`src/logic/clock_synth_control_defines.vh`:
```
/*
 Register indices, field positions and power-up values of the clock synthesizer control bytes 0 to 6.
 Assumes it is included by bare name from a design file.
*/
`ifndef CLOCK_SYNTH_CONTROL_DEFINES_VH
`define CLOCK_SYNTH_CONTROL_DEFINES_VH

`define IDX_FREQ_STRAP_AND_SOURCE_SELECT 7'h00
`define IDX_SPREAD_TYPE_AND_PLL3_CONFIG 7'h01
`define IDX_SINGLE_ENDED_OUTPUT_ENABLES 7'h02
`define IDX_UPPER_DIFF_OUTPUT_ENABLES 7'h03
`define IDX_LOWER_DIFF_AND_CPU_ENABLES 7'h04
`define IDX_CLOCK_REQUEST_ROUTING_A_TO_D 7'h05
`define IDX_CLOCK_REQUEST_E_TO_H_AND_STOP 7'h06
`define IDX_LAST 7'h06

`define RST_BYTE0 8'h01
`define RST_BYTE1 8'h03
`define RST_BYTE2 8'hFF
`define RST_BYTE3 8'hFF
`define RST_BYTE4 8'hFF
`define RST_BYTE5 8'h00
`define RST_BYTE6 8'h00

`define B0_WRITABLE 8'h17
`define B1_WRITABLE 8'h7E
`define B3_WRITABLE 8'hFD
`define B6_WRITABLE 8'hF3

`define CMD_SINGLE_BIT 7
`define B0_MGMT_BIT 4
`define B0_MAIN_SRC_BIT 2
`define B0_STORAGE_SRC_BIT 1
`define B0_KEEP_CFG_BIT 0
`define B1_DOT_CHOICE_BIT 7

`define SERIAL_ADDR_WRITE 8'hD2
`define SERIAL_ADDR_7BIT 7'h69

`endif
```
`src/logic/clock_synth_control_bytes.v`:
```
/*
 Control bytes 0 to 6 of a multi-output clock synthesizer, with their decoded control outputs.
 Assumes a serial protocol engine in front that passes on the address byte for this block to match, decoded bytes into
 write/read strobes with a command code, and that strap pins are synchronous to ref_clk.
*/
`include "clock_synth_control_defines.vh"
`default_nettype none
module clock_synth_control_bytes
(
   input wire ref_clk,
   input wire rstn,
   input wire [7:0] addr_byte,
   input wire addr_valid,
   input wire xfer_start,
   input wire [7:0] cmd_code,
   input wire wr_strobe,
   input wire [7:0] wr_data,
   input wire rd_strobe,
   input wire cpu_freq_strap_hi,
   input wire cpu_freq_strap_mid,
   input wire cpu_freq_strap_lo,
   input wire graphics_clock_strap,
   input wire power_good,
   input wire power_down_pin,
   input wire cpu_clock_halt_pin,
   input wire bus_clock_halt_pin,
   input wire [7:0] clkreq_n,
   output reg addr_ack,
   output reg [7:0] rd_data,
   output reg rd_valid,
   output reg cmd_error,
   output reg [7:0] single_ended_oe,
   output reg [11:0] diff_ref_oe,
   output reg [1:0] cpu_oe,
   output reg mgmt_mode,
   output reg main_src_is_pll3,
   output reg storage_src_is_pll2,
   output reg dot_selected,
   output reg [1:0] spread_center,
   output reg [1:0] spread_on,
   output reg [3:0] pll_three_cfg,
   output reg panel_clock_run,
   output reg diff_refs_run
);
   localparam NBYTES = 7;

   reg [7:0] byte_reg [0:NBYTES-1];
   reg [7:0] byte_next [0:NBYTES-1];
   reg [6:0] idx_reg;
   reg [6:0] idx_next;
   reg straps_taken_reg;
   reg [2:0] freq_strap_reg;
   reg dot_strap_reg;
   reg pd_seen_reg;
   wire single_mode;
   wire [6:0] cmd_index;
   wire [6:0] acc_index;
   wire in_range;
   wire pd_edge;
   wire mgmt_combo;
   reg [7:0] rd_mux;
   reg [7:0] wmask;
   reg [7:0] rst_val;
   reg [11:0] diff_oe_next;

   wire req_a_idle;
   wire req_b_idle;
   wire req_c_idle;
   wire req_d_idle;
   wire req_e_idle;
   wire req_f_idle;
   wire req_g_idle;
   wire req_h_idle;
   wire stop_out0;
   wire stop_out1;
   wire stop_out2;
   wire stop_out4;
   integer i;

   assign single_mode = cmd_code[`CMD_SINGLE_BIT];
   assign cmd_index = cmd_code[6:0];
   assign acc_index = single_mode ? cmd_index : idx_reg;
   assign in_range = acc_index <= `IDX_LAST;
   assign pd_edge = power_down_pin & ~pd_seen_reg;
   // Power-down with both halt pins low enters management mode
   assign mgmt_combo = power_down_pin & ~cpu_clock_halt_pin & ~bus_clock_halt_pin;

   // An enabled request whose active-low pin is high asks for its output to stop
   assign req_a_idle = byte_reg[5][7] & clkreq_n[0];
   assign req_b_idle = byte_reg[5][5] & clkreq_n[1];
   assign req_c_idle = byte_reg[5][3] & clkreq_n[2];
   assign req_d_idle = byte_reg[5][1] & clkreq_n[3];
   assign req_e_idle = byte_reg[6][7] & clkreq_n[4];
   assign req_f_idle = byte_reg[6][6] & clkreq_n[5];
   assign req_g_idle = byte_reg[6][5] & clkreq_n[6];
   assign req_h_idle = byte_reg[6][4] & clkreq_n[7];
   // Routed requests: the route bit picks one of two outputs
   assign stop_out0 = (req_a_idle & ~byte_reg[5][6]) | (req_c_idle & ~byte_reg[5][2]);
   assign stop_out2 = (req_a_idle & byte_reg[5][6]) | (req_c_idle & byte_reg[5][2]);
   assign stop_out1 = (req_b_idle & ~byte_reg[5][4]) | (req_d_idle & ~byte_reg[5][0]);
   assign stop_out4 = (req_b_idle & byte_reg[5][4]) | (req_d_idle & byte_reg[5][0]);

   // Straps are caught once, on the first clock seen with power good high
   always @(posedge ref_clk or negedge rstn)
   begin
      if (!rstn)
      begin
         straps_taken_reg <= 1'b0;
         freq_strap_reg <= 3'h0;
         dot_strap_reg <= 1'b0;
      end
      else if (power_good && !straps_taken_reg)
      begin
         straps_taken_reg <= 1'b1;
         freq_strap_reg <= {cpu_freq_strap_hi, cpu_freq_strap_mid, cpu_freq_strap_lo};
         dot_strap_reg <= graphics_clock_strap;
      end
   end

   always @*
   begin
      rd_mux = 8'h00;
      case (acc_index)
         `IDX_FREQ_STRAP_AND_SOURCE_SELECT: rd_mux = {freq_strap_reg, byte_reg[0][4:0]};
         `IDX_SPREAD_TYPE_AND_PLL3_CONFIG: rd_mux = {~dot_strap_reg, byte_reg[1][6:0]};
         `IDX_SINGLE_ENDED_OUTPUT_ENABLES: rd_mux = byte_reg[2];
         `IDX_UPPER_DIFF_OUTPUT_ENABLES: rd_mux = byte_reg[3];
         `IDX_LOWER_DIFF_AND_CPU_ENABLES: rd_mux = byte_reg[4];
         `IDX_CLOCK_REQUEST_ROUTING_A_TO_D: rd_mux = byte_reg[5];
         `IDX_CLOCK_REQUEST_E_TO_H_AND_STOP: rd_mux = byte_reg[6];
         default: rd_mux = 8'h00;
      endcase
   end

   always @*
   begin
      wmask = 8'hFF;
      case (acc_index)
         `IDX_FREQ_STRAP_AND_SOURCE_SELECT: wmask = `B0_WRITABLE;
         `IDX_SPREAD_TYPE_AND_PLL3_CONFIG: wmask = `B1_WRITABLE;
         `IDX_UPPER_DIFF_OUTPUT_ENABLES: wmask = `B3_WRITABLE;
         `IDX_CLOCK_REQUEST_E_TO_H_AND_STOP: wmask = `B6_WRITABLE;
         default: wmask = 8'hFF;
      endcase
   end

   always @*
   begin
      idx_next = idx_reg;
      rst_val = 8'h00;
      for (i = 0; i < NBYTES; i = i + 1)
      begin
         byte_next[i] = byte_reg[i];
         case (i)
            0: rst_val = `RST_BYTE0;
            1: rst_val = `RST_BYTE1;
            2: rst_val = `RST_BYTE2;
            3: rst_val = `RST_BYTE3;
            4: rst_val = `RST_BYTE4;
            5: rst_val = `RST_BYTE5;
            default: rst_val = `RST_BYTE6;
         endcase
         // Power-down without retention returns every byte to its default
         if (pd_edge && !byte_reg[0][`B0_KEEP_CFG_BIT])
            byte_next[i] = rst_val;
         else if (wr_strobe && in_range && acc_index == i[6:0])
            byte_next[i] = (byte_reg[i] & ~wmask) | (wr_data & wmask);
      end
      // Pin combination wins over a clearing write in the same cycle
      if (mgmt_combo)
         byte_next[0][`B0_MGMT_BIT] = 1'b1;
      if (xfer_start)
         idx_next = 7'h00;
      else if (single_mode)
         idx_next = idx_reg;
      // Counter stops at the top so a runaway block cannot wrap back onto byte 0
      else if ((wr_strobe || rd_strobe) && idx_reg != 7'h7F)
         idx_next = idx_reg + 7'h01;
   end

   always @(posedge ref_clk or negedge rstn)
   begin
      if (!rstn)
      begin
         byte_reg[0] <= `RST_BYTE0;
         byte_reg[1] <= `RST_BYTE1;
         byte_reg[2] <= `RST_BYTE2;
         byte_reg[3] <= `RST_BYTE3;
         byte_reg[4] <= `RST_BYTE4;
         byte_reg[5] <= `RST_BYTE5;
         byte_reg[6] <= `RST_BYTE6;
         idx_reg <= 7'h00;
         pd_seen_reg <= 1'b0;
      end
      else
      begin
         for (i = 0; i < NBYTES; i = i + 1)
            byte_reg[i] <= byte_next[i];
         idx_reg <= idx_next;
         pd_seen_reg <= power_down_pin;
      end
   end

   // Serial port answers, kept apart from the register bytes they report on
   always @(posedge ref_clk or negedge rstn)
   begin
      if (!rstn)
      begin
         addr_ack <= 1'b0;
         rd_data <= 8'h00;
         rd_valid <= 1'b0;
         cmd_error <= 1'b0;
      end
      else
      begin
         addr_ack <= addr_valid && (addr_byte[7:1] == `SERIAL_ADDR_7BIT);
         rd_valid <= rd_strobe;
         if (rd_strobe)
            rd_data <= in_range ? rd_mux : 8'h00;
         // Block access with a nonzero index is flagged but still runs at the block counter, idx_reg
         cmd_error <= (wr_strobe || rd_strobe) && !single_mode && cmd_index != 7'h00;
      end
   end

   // Output 5 has no enable bit in any byte; reset turns it on, and it is off from the first clock after reset
   always @*
   begin
      diff_oe_next = 12'h000;
      diff_oe_next[11] = byte_reg[3][7];
      diff_oe_next[10] = byte_reg[3][6] & ~req_h_idle;
      diff_oe_next[9] = byte_reg[3][5] & ~req_g_idle;
      diff_oe_next[8] = byte_reg[3][4] & ~req_f_idle;
      diff_oe_next[7] = byte_reg[3][3];
      diff_oe_next[6] = byte_reg[3][2] & ~req_e_idle;
      diff_oe_next[4] = byte_reg[3][0] & ~stop_out4;
      diff_oe_next[3] = byte_reg[4][7];
      diff_oe_next[2] = byte_reg[4][6] & ~stop_out2;
      diff_oe_next[1] = byte_reg[4][5] & ~stop_out1;
      diff_oe_next[0] = byte_reg[4][4] & ~stop_out0;
   end

   // Decoded controls; all registered so outputs come from flip-flops
   always @(posedge ref_clk or negedge rstn)
   begin
      if (!rstn)
      begin
         single_ended_oe <= 8'hFF;
         diff_ref_oe <= 12'hFFF;
         cpu_oe <= 2'h3;
         mgmt_mode <= 1'b0;
         main_src_is_pll3 <= 1'b0;
         storage_src_is_pll2 <= 1'b0;
         dot_selected <= 1'b0;
         spread_center <= 2'h0;
         spread_on <= 2'h3;
         pll_three_cfg <= 4'h1;
         panel_clock_run <= 1'b1;
         diff_refs_run <= 1'b1;
      end
      else
      begin
         single_ended_oe <= byte_reg[2];
         diff_ref_oe <= diff_oe_next;
         cpu_oe <= byte_reg[4][3:2];
         mgmt_mode <= byte_reg[0][`B0_MGMT_BIT];
         main_src_is_pll3 <= byte_reg[0][`B0_MAIN_SRC_BIT];
         storage_src_is_pll2 <= byte_reg[0][`B0_STORAGE_SRC_BIT];
         dot_selected <= ~dot_strap_reg;
         spread_center <= byte_reg[1][6:5];
         spread_on <= byte_reg[4][1:0];
         // PLL3 code is ignored while PLL3 drives the main reference
         pll_three_cfg <= byte_reg[0][`B0_MAIN_SRC_BIT] ? 4'h1 : byte_reg[1][4:1];
         panel_clock_run <= ~(byte_reg[6][1] & bus_clock_halt_pin);
         diff_refs_run <= ~(byte_reg[6][0] & bus_clock_halt_pin);
      end
   end
endmodule
`default_nettype wire

```
`config.mk`:
```
export PLATFORM = sky130hd
export DESIGN_NAME = clock_synth_control_bytes
export DESIGN_NICKNAME = d
export VERILOG_FILES = /design/src/logic/clock_synth_control_bytes.v
export VERILOG_INCLUDE_DIRS = /design/src /design/src/logic
export SDC_FILE = /design/constraint.sdc
export NUM_CORES = 1
export LEC_CHECK = 0
export ABC_CLOCK_PERIOD_IN_PS = 1700
export CAP_MARGIN = 20
export CORE_MARGIN = 10
export CORE_UTILIZATION = 50
export DETAILED_ROUTE_END_ITERATION = 8
export DONT_BUFFER_PORTS = 1
export GPL_TIMING_DRIVEN = 0
export MAX_ROUTING_LAYER = met4
export PLACE_DENSITY = 0.68
export SLEW_MARGIN = 20
export SYNTH_ARGS = -nofsm -noshare
export SYNTH_HDL_FRONTEND = slang
export SYNTH_SLANG_ARGS = --single-unit
```
`constraint.sdc`:
```
create_clock -name ref_clk -period 1.7 [get_ports ref_clk]
set_input_delay 0.17 -clock ref_clk [delete_from_list [all_inputs] [get_ports ref_clk]]
set_output_delay 0.17 -clock ref_clk [all_outputs]
set_load 0.01 [all_outputs]
```
==> metrics.cfg, run 1 <==
[final_layout]
finalNonFillerCells = 626
final_core_util = 0.691
multi_input_area_mm2 = 0.00233
fin_nets = 539
synthToLayoutAreaGrowth_pct = 33.5
seqCellArea_mm2 = 0.00287
fill_cells = 637
antennaDiodeCount = 0
drive_gt1_frac = 0.431
largest_reg_flops = 52

[floorplanning]
core_area_mm2 = 0.00933
rows = 35
initial_core_util = 0.518
die_y_um = 118
pin_count = 93
die_x_um = 118
die_area_mm2 = 0.0140

[clock_tree]
clk_pin_slew_ns = 0.12
cts_max_level = 3
cts_max_path_buffers = 2
cts_tree = yes
numCtsBuffers = 9
cts_root_buf = clkbuf_8
clock_latency_ns = 0.40
clock-sinks = 112

[route]
wl_per_cell_um = 24.0
route.vias.total = 3878
wl_um = 15000
drt_iter0_markers = 393
ant_nets = 0
viasPerCell = 6.19
first_pass_iters = 5
drc_errors = 0

[outcome]
violations = hold timing, setup timing
status = complete, but fails checks

[grt]
track_usage = 0.209
grt_pass1_vias = 3868
antenna_found_initial = 0
grt_overflow = 0
grt_pass1_wl_um = 22400
grt_max_degree = 113

[synthesis]
yosysSeqAreaShare = 0.595
synth_area_leaders = dfrtp_1 30%, dfstp_2 29%, mux2i_1 6.6%, nand2_1 3.5%, nor2_1 3.0%
synth_fa_ha_area_frac = 0.00259
synth-simple-area-share = 0.149
synth_top_family_by_area = simple AND/OR/NAND/NOR gates
synth_compound_area_frac = 0.141
synth-edff-count = 0
muxShareOfSynthArea = 0.0734
async_flop_share = 1.00
synth_nets = 456
ys.flop_type = dfrtp_1
netlist_instances = 409
ys_types = 60
synth_warnings = 0
synth_xor_area_frac = 0.00907
yosys.area.top_type_share = 0.301
synth_seq_cells = 112
synth_area_mm2 = 0.00483
yosysTopAreaCell = dfrtp_1
syn_avg_cell_area_um2 = 11.8

[power]
p_leak_uw = 0.00280
netSwitchingFraction = 0.328
clockPowerShare = 0.226
p_total_uw = 7130
cellPowerDensity_mw_per_mm2 = 1110
internal-power_uw = 4790
combPwrFrac = 0.192
peakVddDrop_mv = 0.536
pwr-share-seq = 0.582
p_switching_uw = 2340

[timing]
hold_viol = 113
slew_violations = 0
clock.fmax_mhz = 543
tns_ns = -3.01
min_period_over_period = 1.08
period_needed_ns = 1.84
rsz0062_at_grt = yes
worst-slew-pin-transition_ns = 0.844
timing.hold.ws_ns = -0.547
slew_headroom = 0.437
skew_ns = 0.0215
finalSetupViolations = 45
layout_setup_ws_ns = -0.142

[setup_path]
arrival_ns = 2.11
ff2ff_path_depth = 7
start_kind = flop
slowest_stage = dfrtp_1
required_ns = 1.97
crit_path_cell_trace = buf_6, nor3b_4, buf_4, o21ai_4, o22ai_2, a221oi_2, o2bb2ai_1
reg2reg_to = rd_data[4]$_DFFE_PN0P_
crit_fanout = 9
cp-end-kind = flop
cp_top_family = compound AO/OA/AOI/OAI gates
crit_end = rd_data[4]$_DFFE_PN0P_
crit_start = idx_reg[1]$_DFFE_PN0P_
critPathMaxStageDelay_ns = 0.42
worst-path-buf-inv = 2
crit_type = reg2reg
r2r_slack_ns = -0.14
reg2reg_from = idx_reg[1]$_DFFE_PN0P_
cp.depth = 7

[place]
gp_congestion = 0.972
port_buffers = 0
hpwl_um = 9030
dp_cells = 538

[hold_path]
hold_path_class = in2async

[run]
drv_cap = 0

cell families after synthesis:
family,count (synthesis)
fa+ha+maj,1
simple gates,139
xor+xnor,5
flops,112
buf+inv,26
mux,35
compound gates,90
other cells,1
what timing repair did:
item	in CTS	in global routing
setup endpoints to repair	60	59
hold endpoints to repair	166	113
setup buffers	25	13
resized for setup	88	47
pin swaps	27	24
hold buffers	32	2
cloned	4	3
power by group through the flow:
stage | clock, uW | combinational, uW | sequential (uW)
final | 1610 | 1370 | 4150
after CTS | 1620 | 1170 | 4120
after global placement | 0 | 854 | 4130
after floorplan | 0 | 698 | 3930
after detailed placement | 0 | 876 | 4140
after global routing | 1730 | 1450 | 4230
worst min path at each step:
stage	endpoint	depth (start not counted)	start	slack, ns
after floorplan	addr_ack$_DFF_PN0_	0	rstn	-0.13
after global placement	idx_reg[4]$_DFFE_PN0P_	0	rstn	-0.12
after detailed placement	idx_reg[2]$_DFFE_PN0P_	0	rstn	-0.12
after CTS	idx_reg[4]$_DFFE_PN0P_	0	rstn	-0.55
after global routing	byte_reg[1]$_DFFE_PN0P_	0	rstn	-0.57
final	idx_reg[4]$_DFFE_PN0P_	0	rstn	-0.55
cell usage in the layout, fill, tap and decap left out, types with 4 or more instances in the layout:
master	instances
mux2i_4	6
a22oi_2	6
buf_6	18
mux2i_1	26
xor2_1	4
o2bb2ai_1	4
inv_1	4
clkbuf_8	10
dlygate4sd3_1	33
nand2_2	5
nor2_1	36
o211ai_1	11
a211oi_2	4
dfrtp_1	56
dfstp_2	54
and2_1	4
a221oi_2	4
nand3_1	6
nand2_1	38
a22oi_1	4
a22o_1	9
nor2b_1	5
a21oi_2	4
a21oi_1	6
a21boi_0	5
buf_4	29
nand3_2	6
synth_stat cells, types with 3 or more instances:
cell	count
o211ai_1	11
nand2_1	45
nand3_2	3
nor2b_1	6
o2bb2ai_1	6
a31oi_1	3
dfrtp_1	58
or2_2	3
xor2_1	4
a221oi_1	5
buf_6	3
mux2i_1	32
a21boi_0	5
dfstp_2	54
buf_2	6
o21ai_0	6
a21oi_1	11
nand3_1	10
nor3b_1	4
a22o_1	10
a22oi_1	10
nor3_1	4
nand4_1	3
and2_1	5
clkbuf_1	9
o22ai_1	8
mux2_2	3
inv_1	5
nor2_1	38
a211oi_1	4
per-stage QoR:
step                      worst slack, ns  hold slack, ns  area, um^2
after global placement             -0.693          -0.121        4990
final                              -0.142          -0.547        6440
after floorplan                   -0.0126          -0.126        4830
after CTS                          -0.133          -0.551        6130
after detailed placement           -0.669          -0.120        4990
after global routing               -0.185          -0.569        6440
final cells by class:
cell class,count,area share
Multi-Input combinational cell,274,0.362
Tap cell,129,0.0250
Clock buffer,9,0.0192
Buffer,16,0.0243
Inverter,5,0.00291
Timing Repair Buffer,74,0.110
Sequential cell,112,0.446
Clock inverter,7,0.0109
layer usage:
metal | vias to the layer above | global-route usage | share of wire
met5 | - | - | 0
met4 | 0 | 0.0896 | 0.035
met3 | 53 | 0.0600 | 0.092
met2 | 231 | 0.312 | 0.46
met1 | 1941 | 0.260 | 0.41
li1 | 1653 | - | -
No activity file was read; power rests on OpenSTA's default activity.
==> run 2, diff against run 1 <==
CELL_PAD_IN_SITES_DETAIL_PLACEMENT = 0   (was not set)
CELL_PAD_IN_SITES_GLOBAL_PLACEMENT = 1   (was not set)
CORE_UTILIZATION = 45   (was 50)
CTS_CLUSTER_SIZE = 20   (was not set)
PLACE_DENSITY = not set   (was 0.68)
PLACE_DENSITY_LB_ADDON = 0.1   (was not set)
==> run 2 against run 1 <==
Against the previous run: the run still ends with hold timing, setup timing left; global-route usage fell by 0.91 points; clock power barely moved; wire length fell by 3.7%; combinational power decreased by 7%; die area increased by 9.2%; power decreased by 2.0%; clock-buffer cell count is 3 higher; maximum frequency is 0.40% lower; sequential share of layout area rose by 1.7 points; sequential power hardly changed; critical endpoint is now byte_reg[11]$_DFFE_PN0P_; largest power group unchanged.
==> metrics.cfg, run 2 (synthesis gave the netlist of run 1 again) <==
[outcome]
status = complete, but fails checks
violations = hold timing, setup timing

[power]
internal-power_uw = 4860
p_switching_uw = 2130
peakVddDrop_mv = 0.611
p_leak_uw = 0.00271
combPwrFrac = 0.182
pwr-share-seq = 0.590
clockPowerShare = 0.228
cellPowerDensity_mw_per_mm2 = 1130
netSwitchingFraction = 0.304

[run]
drv_cap = 0

[route]
wl_um = 14500
viasPerCell = 5.79
drt_iter0_markers = 281
first_pass_iters = 5
route.vias.total = 3589
drc_errors = 0
ant_nets = 0
wl_per_cell_um = 23.4

[grt]
antenna_found_initial = 0
grt_pass1_wl_um = 22300
grt_pass1_vias = 3632
grt_max_degree = 113
grt_overflow = 0
track_usage = 0.200

[setup_path]
crit_type = reg2reg
required_ns = 1.95
start_kind = flop
cp-end-kind = flop
crit_fanout = 8
arrival_ns = 2.10

[timing]
rsz0062_at_grt = yes
clock.fmax_mhz = 541
slew_violations = 0
min_period_over_period = 1.09
hold_viol = 112
skew_ns = 0.0149
layout_setup_ws_ns = -0.149
worst-slew-pin-transition_ns = 0.787
finalSetupViolations = 48
period_needed_ns = 1.85
tns_ns = -2.57
slew_headroom = 0.475
timing.hold.ws_ns = -0.529

[final_layout]
final_core_util = 0.599
antennaDiodeCount = 0
finalNonFillerCells = 620
fin_area_mm2 = 0.00621
final_common_cell = dfrtp_1
final_cell_mix = 55 x dfrtp_1, 54 x dfstp_2, 38 x nand2_1, 34 x nor2_1, 31 x mux2i_1
drive_gt1_frac = 0.390
fin_nets = 526
largest_reg_flops = 52
synthToLayoutAreaGrowth_pct = 28.6

[clock_tree]
clock_latency_ns = 0.38
ctsHoldBuffers = 31
clock-sinks = 112
cts_root_buf = clkbuf_8
numCtsBuffers = 9
cts_max_level = 3
clk_pin_slew_ns = 0.10
cts_max_path_buffers = 2
cts_tree = yes

[floorplanning]
pin_count = 93
die_area_mm2 = 0.0153
core_area_mm2 = 0.0104
initial_core_util = 0.465
die_y_um = 124
rows = 37
die_x_um = 124

[place]
port_buffers = 0
gp_congestion = 0.887
hpwl_um = 9600
placed_cell_area_mm2 = 0.00500
dp_cells = 545

[hold_path]
hold_path_class = in2async

## run 2: changes by cell type in the layout (fill, tap and decap cells not counted), sizes merged, moves of 2 or more
cell / delta
inv: -3
dlygate4sd3: -3
buf: -8
clkinvlp: +2
clkbuf: +3
clkinv: -3
## run 2: metrics by stage
stage          total power [uW]  worst slack [ns]  hold slack [ns]
2_1_floorplan              4630           -0.0126           -0.126
3_3_place_gp               5010            -0.743           -0.121
3_5_place_dp               5030            -0.698           -0.120
4_1_cts                    6910            -0.120           -0.534
5_1_grt                    7340            -0.284           -0.556
6_report                   6990            -0.149           -0.529
## run 2: power by group through the flow
stage / sequential, uW / clock (uW) / combinational [uW]
final: 4120 / 1590 / 1270
after global routing: 4210 / 1740 / 1390
after CTS: 4130 / 1630 / 1160
after detailed placement: 4140 / 0 / 886
after global placement: 4130 / 0 / 874
after floorplan: 3930 / 0 / 698
## run 2: critical path: stages (launching register included)
cell and delay, ns:
dfrtp_2 0.45, nor4_4 0.27, or2_1 0.15, buf_6 0.12
and2_4 0.15, and3_4 0.28, mux2i_1 0.24, nor2_1 0.06
## run 2: layout make-up
type                       instances  area [um^2]
fill                             864         4160
sequential                       112         2870
multi-input combinational        272         2200
timing repair buffer              61          578
buffer                            18          173
tap                              136          170
clock buffer                      12          135
clock inverter                     4         56.3
inverter                           5         21.3
## run 2: path summary, 6_finish.rpt
check	startpoint	to	slack (ns)	depth (start not counted)
setup / recovery	idx_reg[6]$_DFFE_PN0P_	byte_reg[11]$_DFFE_PN0P_	-0.15	7
min in group ref_clk	wr_data[5]	byte_reg[21]$_DFFE_PN1P_	0.02	2
max in group asynchronous	rstn	diff_ref_oe[6]$_DFF_PN1_	2.00	0
setup reg to reg	idx_reg[6]$_DFFE_PN0P_	byte_reg[11]$_DFFE_PN0P_	-0.15	7
hold / removal	rstn	idx_reg[3]$_DFFE_PN0P_	-0.53	0
hold reg to reg	byte_reg[35]$_DFFE_PN1P_	single_ended_oe[3]$_DFF_PN1_	0.39	0
## run 2: repair_timing
item | in CTS | in global routing
setup buffers | 18 | 12
pin swaps | 19 | 22
cloned | 2 | 1
hold endpoints to repair | 164 | 112
endpoints found under the setup margin | 61 | 59
gates resized for setup | 79 | 28
## run 2: routing by layer
metal / up-vias / wire, um / share of wire / GRT usage
met5: - / 0 / 0 / -
met4: 0 / 131 / 0.0090 / 0.0539
met3: 11 / 1230 / 0.085 / 0.0462
met1: 1828 / 6410 / 0.44 / 0.276
li1: 1609 / - / - / -
met2: 141 / 6720 / 0.46 / 0.290
==> run 3, diff against run 2 <==
CORE_ASPECT_RATIO = 1.25   (was not set)
==> run 3 against run 2 <==
Against the previous run: the flow still finishes with violations (hold timing, setup timing); sequential power about the same; worst hold slack better by 0.023 ns; cell area up 3.0%; non-clock buffer count grew 4; sequential share of layout area fell by 1.4 points; highest routed layer unchanged.
==> metrics.cfg, run 3 (synthesis gave the netlist of run 1 again) <==
[grt]
grt_pass1_wl_um = 22700
track_usage = 0.200
antenna_found_initial = 0
grt_overflow = 0
grt_max_degree = 113
grt_pass1_vias = 3742

[route]
ant_nets = 0
wl_per_cell_um = 24.5
first_pass_iters = 4
route.vias.total = 3656
viasPerCell = 5.90
wl_um = 15200
wl_met1_um = 6070
wl_met2_um = 7620
topRoutingLayerUsed = met4
drc_errors = 0
drt_iter0_markers = 249
wl_met3_um = 990

[outcome]
status = complete, but fails checks
violations = hold timing, setup timing

[timing]
slew_headroom = 0.405
rsz0062_at_grt = yes
skew_ns = 0.00644
worst-slew-pin-transition_ns = 0.892
layout_setup_ws_ns = -0.207
finalSetupViolations = 54
timing.hold.ws_ns = -0.506
clock.fmax_mhz = 524
hold_viol = 113
slew_violations = 0
min_period_over_period = 1.12
period_needed_ns = 1.91

[setup_path]
required_ns = 1.94
cp-end-kind = flop
r2r_slack_ns = -0.21
arrival_ns = 2.15
crit_type = reg2reg
start_kind = flop
crit_fanout = 8

[final_layout]
multi_input_area_mm2 = 0.00220
final_common_cell = dfrtp_1
fin_nets = 530
drive_gt1_frac = 0.406
fill_cells = 875
largest_reg_flops = 52
final_cell_mix = 56 x dfrtp_1, 54 x dfstp_2, 40 x nand2_1, 38 x nor2_1, 28 x mux2i_1
synthToLayoutAreaGrowth_pct = 32.5
antennaDiodeCount = 0
seqCellArea_mm2 = 0.00287
finalNonFillerCells = 620

[run]
drv_cap = 0

[place]
hpwl_um = 9670
gp_congestion = 0.853
port_buffers = 0
dp_cells = 541

[clock_tree]
clock_latency_ns = 0.37
cts_max_path_buffers = 2
ctsHoldBuffers = 26
cts_root_buf = clkbuf_16
numCtsBuffers = 9
clock-sinks = 112
clk_pin_slew_ns = 0.08
cts_tree = yes
cts_max_level = 3

[power]
cellPowerDensity_mw_per_mm2 = 1180
p_total_uw = 7560
p_leak_uw = 0.00280
peakVddDrop_mv = 0.750

[floorplanning]
pin_count = 93
die_area_mm2 = 0.0153
die_x_um = 113
die_y_um = 136
core_area_mm2 = 0.0106
rows = 42
initial_core_util = 0.457

[hold_path]
hold_path_class = in2async

[run 3: changes by cell type in the layout (fill, tap and decap cells not counted), sizes merged]
cell / previous run / this run
buf: 43 / 50
bufbuf: 0 / 1
clkbuf: 18 / 16
clkinv: 0 / 4
clkinvlp: 2 / 1
dlygate4sd3: 30 / 25
nand3: 13 / 14
o32ai: 2 / 1
[run 3: worst paths after layout]
path / cells past startpoint / to / from
min: 0 / cmd_error$_DFF_PN0_ / rstn
max reg2reg: 7 / byte_reg[13]$_DFFE_PN0P_ / idx_reg[6]$_DFFE_PN0P_
min reg2reg: 0 / single_ended_oe[6]$_DFF_PN1_ / byte_reg[38]$_DFFE_PN1P_
max in group asynchronous: 0 / byte_reg[40]$_DFFE_PN1P_ / rstn
min in group ref_clk: 2 / cmd_error$_DFF_PN0_ / cmd_code[6]
max: 7 / byte_reg[13]$_DFFE_PN0P_ / idx_reg[6]$_DFFE_PN0P_
[run 3: what timing repair did]
item / 4_1_cts / 5_1_grt
setup endpoints to repair: 61 / 61
gates cloned: 2 / 3
endpoints found under the hold margin: 161 / 112
buffers inserted: 17 / 20
gates resized for setup: 63 / 50
pin swaps: 16 / 28
[run 3: critical path, cell delays in order (launching register included)]
cell     delay [ns]
dfrtp_1        0.42
nor4_4         0.31
or2_1          0.18
buf_6          0.12
and2_4         0.17
and3_4         0.29
mux2i_1        0.23
nor2_1         0.05
[run 3: cell type report]
type | count | share of cell area
clock inverters | 7 | 0.0125
well taps | 132 | 0.0258
clock buffers | 9 | 0.0352
multi-input cells | 272 | 0.344
inverters | 5 | 0.00293
repair buffers | 66 | 0.103
plain buffers | 17 | 0.0274
flip-flops and latches | 112 | 0.449
[run 3: routing by layer]
layer / vias to the layer above / global-route usage
met1: 1851 / 0.235
met2: 132 / 0.321
met5: - / -
li1: 1638 / -
met3: 35 / 0.0434
met4: 0 / 0.0897
[run 3: stage by stage]
step           setup slack, ns   util  instance area (um^2)  hold slack, ns  TNS, ns
3_3_place_gp            -0.759  0.473                  5000          -0.119   -21.38
6_report                -0.207  0.606                  6400          -0.506    -5.28
5_1_grt                 -0.281  0.606                  6400          -0.512    -9.27
4_1_cts                 -0.157  0.567                  5990          -0.504    -3.64
3_5_place_dp            -0.716  0.473                  5000          -0.119   -22.09
2_1_floorplan          -0.0126      -                  4830          -0.126  -0.0987
[run 3: report_power, final]
group / switching, uW / leakage (uW) / internal (uW)
combinational: 618 / 0.00131 / 631
clock: 1040 / 0.000148 / 1160
sequential: 594 / 0.00134 / 3520
total: 2250 / 0.00280 / 5310
